**config.mk**
```make
export PLATFORM = sky130hd
export DESIGN_NAME = user_glyph_ram_lookup
export DESIGN_NICKNAME = d
export VERILOG_FILES = /design/src/rtl/glyph_pkg.sv /design/src/rtl/glyph_row_store.sv /design/src/rtl/address_pointer_unit.sv /design/src/rtl/user_glyph_ram_lookup.sv
export SDC_FILE = /design/constraint.sdc
export NUM_CORES = 1
export LEC_CHECK = 0
export ABC_AREA = 1
export BUFFER_PORTS_ARGS = -buffer_cell sky130_fd_sc_hd__buf_4
export CORE_MARGIN = 5
export CORE_UTILIZATION = 50
export CTS_CLUSTER_SIZE = 14
export DETAILED_ROUTE_END_ITERATION = 10
export PLACE_DENSITY = 0.69
export SETUP_SLACK_MARGIN = 0.05
export SYNTH_ARGS = -nofsm -noshare
export SYNTH_HDL_FRONTEND = slang
export SYNTH_SLANG_ARGS = --single-unit
```
**constraint.sdc**
```tcl
create_clock -name sys_clk_i -period 1.9 [get_ports sys_clk_i]
set_input_delay 0.095 -clock sys_clk_i [delete_from_list [all_inputs] [get_ports sys_clk_i]]
set_output_delay 0.095 -clock sys_clk_i [all_outputs]
set_load 0.05 [all_outputs]
```
**src/rtl/glyph_pkg.sv**
```systemverilog
// Shared constants and carrier types for the user glyph pattern memory
package glyph_pkg;

	// ----------------------------------------------------------------
	// Widths and capacity
	// ----------------------------------------------------------------
	localparam int DOT_W = 5;
	localparam int CODE_W = 8;
	localparam int DATA_W = 8;
	localparam int ADDR_W = 6;
	localparam int ROW_W = 4;
	localparam int DEPTH = 64;
	localparam int NARROW_GLYPHS = 8;
	localparam int WIDE_GLYPHS = 4;

	// ----------------------------------------------------------------
	// Field positions and row figures
	// ----------------------------------------------------------------
	localparam int SEL_MSB = 7;
	localparam int SEL_LSB = 4;
	localparam logic [3:0] SEL_USER = 4'h0;
	localparam logic [2:0] NARROW_CURSOR_ROW = 3'h7;
	localparam logic [3:0] WIDE_CURSOR_ROW = 4'hA;
	localparam logic [2:0] UNUSED_DATA = 3'h0;
	localparam logic [4:0] ALL_DOTS = 5'h1F;

	// ----------------------------------------------------------------
	// Values after reset
	// ----------------------------------------------------------------
	localparam logic [5:0] PTR_RESET = 6'h00;
	localparam logic [4:0] DOTS_RESET = 5'h00;
	localparam logic [7:0] RD_RESET = 8'h00;

	// ----------------------------------------------------------------
	// Carriers
	// ----------------------------------------------------------------
	typedef enum logic [1:0] {
		HOST_NONE = 2'h0,
		HOST_SET = 2'h1,
		HOST_WRITE = 2'h3,
		HOST_READ = 2'h2
	} host_op_type;

	typedef struct packed {
		host_op_type op;
		logic [5:0] addr;
		logic [7:0] data;
	} host_req_type;

	typedef struct packed {
		logic valid;
		logic [7:0] code;
		logic [3:0] row;
		logic cursor;
	} lookup_req_type;

	typedef struct packed {
		logic valid;
		logic user_sel;
		logic cursor_row;
		logic [4:0] dots;
	} lookup_rsp_type;

endpackage : glyph_pkg

```
**src/rtl/glyph_row_store.sv**
```systemverilog
// Pattern row storage: one write port, two asynchronous read ports
`timescale 1ns/1ps
module glyph_row_store (
	// Clock
	input wire logic sys_clk_i,
	input wire logic ce_i,
	// Write port
	input wire logic wr_en_i,
	input wire logic [5:0] wr_addr_i,
	input wire logic [4:0] wr_dots_i,
	// Display read port
	input wire logic [5:0] disp_addr_i,
	output logic [4:0] disp_dots_o,
	// Host read port
	input wire logic [5:0] host_addr_i,
	output logic [4:0] host_dots_o
);

	// ----------------------------------------------------------------
	// Storage
	// ----------------------------------------------------------------
	// Pattern data has no reset; the host loads it before use
	logic [4:0] row_mem [glyph_pkg::DEPTH];

	always_ff @(posedge sys_clk_i) begin
		if (ce_i && wr_en_i) begin
			row_mem[wr_addr_i] <= wr_dots_i;
		end
	end

	assign disp_dots_o = row_mem[disp_addr_i];
	assign host_dots_o = row_mem[host_addr_i];

endmodule : glyph_row_store

```
**src/rtl/address_pointer_unit.sv**
```systemverilog
// Address pointer: loadable, steps up or down by one
`timescale 1ns/1ps
module address_pointer_unit (
	// Clock and reset
	input wire logic sys_clk_i,
	input wire logic reset_i,
	input wire logic ce_i,
	// Control
	input wire logic load_i,
	input wire logic [5:0] load_addr_i,
	input wire logic step_i,
	input wire logic step_up_i,
	// State
	output logic [5:0] ptr_o
);

	logic [5:0] ptr_ff;
	logic [5:0] nxt_ptr;

	always_comb begin
		nxt_ptr = ptr_ff;
		if (load_i) begin
			nxt_ptr = load_addr_i;
		end else if (step_i) begin
			// Wraps at both ends of the 64 entries
			nxt_ptr = step_up_i ? ptr_ff + 6'h01 : ptr_ff - 6'h01;
		end
	end

	always_ff @(posedge sys_clk_i or posedge reset_i) begin
		if (reset_i) begin
			ptr_ff <= glyph_pkg::PTR_RESET;
		end else if (ce_i) begin
			ptr_ff <= nxt_ptr;
		end
	end

	assign ptr_o = ptr_ff;

endmodule : address_pointer_unit

```
**src/rtl/user_glyph_ram_lookup.sv**
```systemverilog
// User glyph pattern memory with host access and display row lookup
//
// Behaviour
// - The pattern memory holds eight 5x8 glyphs or four 5x10 glyphs, chosen by font size.
// - The host may overwrite any pattern entry at any time.
// - Data bits 4 to 0 of a row are the five dots, bit 4 leftmost, bit 0 rightmost.
// - In 5x8 layout code bits 2 to 0 become pattern address bits 5 to 3.
// - A stored one lights its dot and a stored zero leaves it dark.
// - In 5x8 layout address bits 2 to 0 pick the glyph row, top row first.
// - The last glyph row is the cursor row, shown as stored bits ORed with the cursor.
// - A set bit in the cursor row lights its dot whether or not the cursor is here.
// - Codes whose bits 7 to 4 are zero take their glyph from the pattern memory.
// - In 5x8 layout code bit 3 is ignored, so codes 00H and 08H show one glyph.
// - Each host write or read steps the address pointer by one, up or down by entry mode.
`timescale 1ns/1ps
module user_glyph_ram_lookup (
	// Clock and reset
	input wire logic sys_clk_i,
	input wire logic reset_i,
	input wire logic ce_i,
	// Configuration
	input wire logic wide_font_i,
	input wire logic entry_inc_i,
	// Host access
	input wire glyph_pkg::host_req_type host_req_i,
	output logic [7:0] rd_data_o,
	output logic rd_valid_o,
	output logic [5:0] address_pointer_o,
	// Display lookup
	input wire glyph_pkg::lookup_req_type lookup_req_i,
	output glyph_pkg::lookup_rsp_type lookup_rsp_o
);

	// ----------------------------------------------------------------
	// Host command decode
	// ----------------------------------------------------------------
	logic host_set;
	logic host_write;
	logic host_read;
	logic [5:0] ptr;
	logic [4:0] host_dots;

	assign host_set = host_req_i.op == glyph_pkg::HOST_SET;
	assign host_write = host_req_i.op == glyph_pkg::HOST_WRITE;
	assign host_read = host_req_i.op == glyph_pkg::HOST_READ;

	address_pointer_unit u_pointer (
		.sys_clk_i(sys_clk_i),
		.reset_i(reset_i),
		.ce_i(ce_i),
		.load_i(host_set),
		.load_addr_i(host_req_i.addr),
		.step_i(host_write || host_read),
		.step_up_i(entry_inc_i),
		.ptr_o(ptr)
	);

	assign address_pointer_o = ptr;

	// ----------------------------------------------------------------
	// Display address mapping
	// ----------------------------------------------------------------
	logic user_sel;
	logic row_ok;
	logic cursor_row;
	logic [5:0] glyph_addr;
	logic [4:0] stored_dots;
	logic [4:0] cursor_dots;
	logic [4:0] lit_dots;

	// Only codes 00H to 0FH reach this memory
	assign user_sel = lookup_req_i.code[glyph_pkg::SEL_MSB:glyph_pkg::SEL_LSB]
		== glyph_pkg::SEL_USER;

	always_comb begin
		if (wide_font_i) begin
			// Four glyphs of sixteen row slots; code bits 0 and 3 unused
			glyph_addr = {lookup_req_i.code[2:1], lookup_req_i.row};
			row_ok = lookup_req_i.row <= glyph_pkg::WIDE_CURSOR_ROW;
			cursor_row = lookup_req_i.row == glyph_pkg::WIDE_CURSOR_ROW;
		end else begin
			// Eight glyphs of eight rows; code bit 3 never reaches the address
			glyph_addr = {lookup_req_i.code[2:0], lookup_req_i.row[2:0]};
			row_ok = !lookup_req_i.row[3];
			cursor_row = row_ok && (lookup_req_i.row[2:0] == glyph_pkg::NARROW_CURSOR_ROW);
		end
	end

	// ----------------------------------------------------------------
	// Pattern storage
	// ----------------------------------------------------------------
	glyph_row_store u_store (
		.sys_clk_i(sys_clk_i),
		.ce_i(ce_i),
		.wr_en_i(host_write),
		.wr_addr_i(ptr),
		.wr_dots_i(host_req_i.data[4:0]),
		.disp_addr_i(glyph_addr),
		.disp_dots_o(stored_dots),
		.host_addr_i(ptr),
		.host_dots_o(host_dots)
	);

	// ----------------------------------------------------------------
	// Dot merge
	// ----------------------------------------------------------------
	// Cursor row is ORed, not replaced, so stray stored bits stay lit
	assign cursor_dots = (cursor_row && lookup_req_i.cursor) ? glyph_pkg::ALL_DOTS
		: glyph_pkg::DOTS_RESET;
	// Bit 4 stays leftmost all the way to the output
	assign lit_dots = (user_sel && row_ok) ? (stored_dots | cursor_dots)
		: glyph_pkg::DOTS_RESET;

	// ----------------------------------------------------------------
	// Lookup response register
	// ----------------------------------------------------------------
	glyph_pkg::lookup_rsp_type rsp_ff;
	glyph_pkg::lookup_rsp_type nxt_rsp;

	always_comb begin
		nxt_rsp = rsp_ff;
		nxt_rsp.valid = lookup_req_i.valid;
		if (lookup_req_i.valid) begin
			nxt_rsp.user_sel = user_sel;
			nxt_rsp.cursor_row = cursor_row && user_sel;
			nxt_rsp.dots = lit_dots;
		end
	end

	always_ff @(posedge sys_clk_i or posedge reset_i) begin
		if (reset_i) begin
			rsp_ff <= '0;
		end else if (ce_i) begin
			rsp_ff <= nxt_rsp;
		end
	end

	assign lookup_rsp_o = rsp_ff;

	// ----------------------------------------------------------------
	// Host read data register
	// ----------------------------------------------------------------
	logic [7:0] rd_data_ff;
	logic [7:0] nxt_rd_data;
	logic rd_valid_ff;
	logic nxt_rd_valid;

	always_comb begin
		nxt_rd_data = rd_data_ff;
		nxt_rd_valid = host_read;
		if (host_read) begin
			// Upper bits are not kept and read back as zero
			nxt_rd_data = {glyph_pkg::UNUSED_DATA, host_dots};
		end
	end

	always_ff @(posedge sys_clk_i or posedge reset_i) begin
		if (reset_i) begin
			rd_data_ff <= glyph_pkg::RD_RESET;
			rd_valid_ff <= 1'b0;
		end else if (ce_i) begin
			rd_data_ff <= nxt_rd_data;
			rd_valid_ff <= nxt_rd_valid;
		end
	end

	assign rd_data_o = rd_data_ff;
	assign rd_valid_o = rd_valid_ff;
endmodule : user_glyph_ram_lookup

```
-- Yosys cells after proc, flatten, opt, wreduce, memory -nomap -nowiden
Memories as Yosys holds them, arrays and structs flattened. A register that Yosys moved wholly into a read port is not among the register bits.
Cells that the tools add are included.
- register bits: 15
- bits in writable memories: 320
- bits of input ports: 35
- output and inout bits: 23
- logic and storage cells: 38
- memories: 1
- add/sub/neg operators: 2
- $lt $le $gt $ge: 1
- equality and inequality tests: 5
- muxes and demuxes: 10
- bitwise gates (word level): 1
- reductions and logical operators: 12
- memory list (memory ; words ; bits a word ; read ports ; clocked after Yosys merged registers in ; wr ports ; RTL line ; text):
    u_store.row_mem ; 64 ; 5 ; 2 ; 1 ; 1 ; glyph_row_store.sv:23 ; logic [4:0] row_mem [glyph_pkg::DEPTH];
- operator list (cell ; number):
    6-bit 2-to-1 mux ; 3
    5-bit 2-to-1 mux ; 2
    6-bit by 1-bit adder with 6-bit output, second input constant ; 1
    2-bit AND reduction ; 3
    6-bit by 1-bit subtractor with 6-bit output, second input constant ; 1
    1-bit logical AND ; 5
    5-bit bitwise OR ; 1
    2-bit == test, second input constant ; 2
    4-bit == test, second input constant ; 1
    4-bit less-or-equal comparator, second input constant ; 1
    4-bit logical NOT ; 1
    1-bit 2-to-1 mux ; 4
    4-bit 2-to-1 mux ; 1
    3-bit == test, second input constant ; 1
    2-bit by 1-bit == test with 1-bit output, second input constant ; 1
    2-bit nonzero test ; 1
    1-bit logical NOT ; 1
    1-bit logical OR ; 1

-- Logic depth before layout (Yosys ltp)
- depth after elaboration: 7
- gate-level depth with buffers: 15
- mapped depth without buffers: 13

-- Hierarchy
A second synthesis with hierarchy kept.
- cell total of the unflattened synthesis: 2066
- area total of the unflattened synthesis: 17793.3 sq um
- by module, submodules not included (module ; times used ; cells each ; area each (sq um) ; seq. area each (sq um)):
    glyph_row_store ; 1 ; 1902 ; 16550.9 ; 9609.2
    user_glyph_ram_lookup ; 1 ; 89 ; 737.0 ; 350.3
    address_pointer_unit ; 1 ; 75 ; 505.5 ; 150.1

-- Worst setup path before layout
No wires, ideal clock.
- path type: register -> register
- start point: register u_pointer.ptr_ff[1], in the netlist u_pointer.ptr_o[1]
- end point: memory u_store.row_mem[14][0] (enable)
- setup time: 340 ps
- arrival time: 1799 ps
- data required time: 1560 ps
- slack: -239 ps
- stages on the path, launching flop included: 5
- path buffers: 2
- period minus slack after synthesis: 2139 ps
- cell sequence: dfrtp_1 -> buf_4 -> buf_1 -> nand4_1 -> nor2_1
- RTL lines (what ; RTL line ; text):
    start, declared ; address_pointer_unit.sv:17 ; logic [5:0] ptr_ff;
    start signal, assigned ; address_pointer_unit.sv:32 ; ptr_ff <= glyph_pkg::PTR_RESET;
    start signal, assigned ; address_pointer_unit.sv:34 ; ptr_ff <= nxt_ptr;
    end, declared ; glyph_row_store.sv:23 ;
Straight into the memory's write port.

==> summary.md <==
| Metric | Value |
|---|---|
| Cell count after synthesis | about 2.2k |
| Gr ovfl total | 0 |
| Clock-pin slew on the worst setup and hold paths | 0.06 ns |
| Post-synth ARST share | between 5 and 6% |
| Leakage | 0.00960 uW |
| Final worst path period need | 2.02 ns |
| Post-Place Cells | approximately 2.7k |
| Yosys top cell area share | 52.2% |
| Root buf cell | clkbuf_16 |
| Highest clock rate | around 0.50 GHz |
| H-tree Lvls | 2 |
| Area of the core | 36,400 um2 |
| Gpl congestion | ~1.0 |
| Type of element launching the critical path | flop |
| Final TNS setup | -0.404 ns |
| Worst slew pin tran | approximately 0.83 ns |
| DR DRC count | 0 |
| Sequential area share after synthesis | 55.0% |
| Primary flip-flop cell chosen by synthesis mapping | edfxtp_1 |
| Synth top area cells | edfxtp_1 (52%), nand2_1 (16%), nand3_1 (6.7%) |
| Max cap viols | 0 |
| Syn Area/Cell | 8.34 um2 |
| HP Class | input pin to flop |
| Seq cells post-synth | 340 |
| Vias in the first global route | roughly 16k |
| Clock share of power | 32.5% |
| Fill count | 2,994 |
| Worst hold margin | 0.0138 ns |
| CTS max path bufs | 3 |
| Die Y | 202 um |
| CP arrival | 2.47 ns |
| Diode count | 0 |
| Syn. warnings | 0 |
| Count leader, synth | nand2_1 |
| Combinational share of power | 28.2% |
| IO Pins | just under 60 |
| Initial antenna violation count | 0 |
| Leading post-synthesis cells by instance count | nand2_1 (781), edfxtp_1 (320), inv_1 (273), nand3_1 (248), o21ai_0 (158) |
| Initial Utilization | between 50% and 60% |
| Worst VDD drop | 690 uV |
| Psw | around 7100 uW |
| Max Slew Vio Count | 0 |
| Port Buffers | 50 |
| RSZ-0062 raised after global routing | true |
| CP Capture Type | flop |
| Syn-to-layout area delta | 21.8% |
| Clk_lat worst skew | roughly 0.55 ns |
| Register Area | 10,100 um2 |
| Vias post-DR | 16.5k |
| Internal power | 14,500 uW |
| Iteration count of the initial detailed-routing pass | 6 |
| Register share of total power | 39.4% |
| Drt via density | between 5 and 6 |
| HPWL after detailed placement | 39,900 um |
| Crit Path Max Fanout | 10 |
| Failing checks | negative setup slack |
| DP Worst Slack | -0.155 ns |
| Area leader, netlist | edfxtp_1 |
| Pwr dens | 963 nW/um2 |
| WP data required | approximately 2.4 ns |
| Final Hold Fails | 0 |
| Rel. slew slack | 44.8% |
| Drt initial violations | roughly 2.0k |
| Final worst slack | -0.119 ns |
| Sw Ratio | 33.0% |
| Post-synth EDFFs | 320 |
| Wire length of the first global-routing pass | 89,600 um |
| Cell variety after synth | 40 |
| Antenna viol nets, final | 0 |
| CTS tree | yes |
| CTS Buf Count | 38 |
| Row count | 70 |
| Layout cells sized above 1 | 17.4% |
| Die width | 202 um |
| # setup viols final | 6 |
| Syn Std Cell Area | 18,400 um2 |
| CP Class | flop to flop |
| WL per Instance | 21.0 um |
| Outcome | complete, but fails checks |
| Fin crit share | 106% |
| Multi-input logic area | 6980 um2 |
| Non-Filler Instances | approximately 2.9k |
| Clock Skews | 0.0225 ns |
| Sink Count | 340 |
| Largest net degree at the start of global routing | 69 |
| Total wire length | 59,900 um |
| Number of nets in the layout | about 2.4k |
| Area of the die | 40,700 um2 |
| Gr usage total | roughly 28% |
==> critical path, cell delays in order (launching register included) <==
cell and delay [ns]:
dfrtp_4 0.50, buf_6 0.16, buf_4 0.16, clkbuf_16 0.17
nand2_1 0.06, o21ai_1 0.06, nand2_1 0.08, a21oi_1 0.07
o21ai_1 0.27, nand2_1 0.10, nor2_1 0.14, nand3_2 0.06
nand2_1 0.06, inv_1 0.03
==> per-stage QoR <==
step / area, um2 / util (%) / power, uW
after detailed placement: 20100 / 55.2 / 13700
after CTS: 21600 / 59.4 / 20800
after global routing: 22400 / 61.5 / 22400
after global placement: 20100 / 55.2 / 13600
after floorplan: 18600 / - / 11700
final: 22400 / 61.5 / 21600
==> metal layers <==
metal,GRT usage [%],vias to the layer above,wire length [um]
met2,44.1,1127,27000
met1,38.8,7624,23200
met3,5.84,189,7210
met5,0,-,0
li1,-,7519,-
met4,10.4,0,2480
==> cells in the final DEF (no fill, tap or decap), drive strengths merged <==
| master | count |
|---|---|
| nand2 | 781 |
| edfxtp | 320 |
| inv | 284 |
| nand3 | 250 |
| buf | 207 |
| o21ai | 190 |
| nor2 | 116 |
| clkbuf | 57 |
| a21oi | 39 |
| o22ai | 22 |
| dfrtp | 20 |
| dlygate4sd3 | 19 |
| nand4 | 18 |
| clkinv | 16 |
| and2 | 9 |
| nor3 | 8 |
| or2 | 7 |
| o211ai | 6 |
| clkinvlp | 4 |
| ha | 4 |
| conb | 3 |
| nand3b | 2 |
| bufinv | 2 |
| xor2 | 1 |
| o21a | 1 |
| o221ai | 1 |
| o41ai | 1 |
| nor4 | 1 |
| fa | 1 |
==> path summary, 6_finish.rpt <==
path	from	cells past startpoint	slack [ns]	end
min in group asynchronous	reset_i	3	0.27	lookup_rsp_o[5]
hold reg to reg	lookup_rsp_o[3]	2	0.49	lookup_rsp_o[3]
max in group asynchronous	reset_i	3	1.01	u_pointer.ptr_o[0]
setup reg to reg	u_pointer.ptr_o[0]	13	-0.12	rd_data_o[1]
setup / recovery	u_pointer.ptr_o[0]	13	-0.12	rd_data_o[1]
hold / removal	host_req_i[0]	1	0.01	u_store.row_mem[48][0]
==> flip-flops by register name, summed over array words and instances, names as in the netlist <==
register         cells
lookup_rsp_o         8
rd_data_o            5
rd_valid_o           1
u_pointer.ptr_o      6
u_store.row_mem    320
==> cell families (layout without fill, tap and decap cells) <==
family	Yosys count	count (layout)	share of synthesized area, %
AND/OR/NAND/NOR	1192	1192	27.0
buffers and inverters	407	589	10.2
flip-flops	340	340	55.0
AO/OA/AOI/OAI	260	260	7.40
adder cells (fa/ha/maj)	5	5	0.381
other	1	3	0.0204
XOR/XNOR	1	1	0.0476
==> power groups by stage <==
stage / Combinational, uW / Clock [uW] / Sequential, uW
2_1_floorplan: 2860 / 0 / 8890
3_3_place_gp: 4990 / 0 / 8650
3_5_place_dp: 5030 / 0 / 8650
4_1_cts: 5220 / 7080 / 8500
5_1_grt: 6470 / 7410 / 8500
6_report: 6080 / 7000 / 8500
==> layout make-up <==
class | instances | share of cell area [%]
Sequential cell | 340 | 45.2
Multi-Input combinational cell | 1461 | 31.2
Timing Repair Buffer | 236 | 11.0
Inverter | 284 | 4.87
Clock buffer | 47 | 4.39
Tap cell | 468 | 2.61
Clock inverter | 22 | 0.782
==> timing repair <==
item | in CTS | in global routing
gates resized for setup | 45 | 126
buffers inserted | 1 | 13
hold buffers | 19 | 0
pin swaps | 1 | 39
endpoints found under the setup margin | 157 | 222
gates cloned | 0 | 9
endpoints found under the hold margin | 40 | 0
No activity file was read; power rests on OpenSTA's default activity.
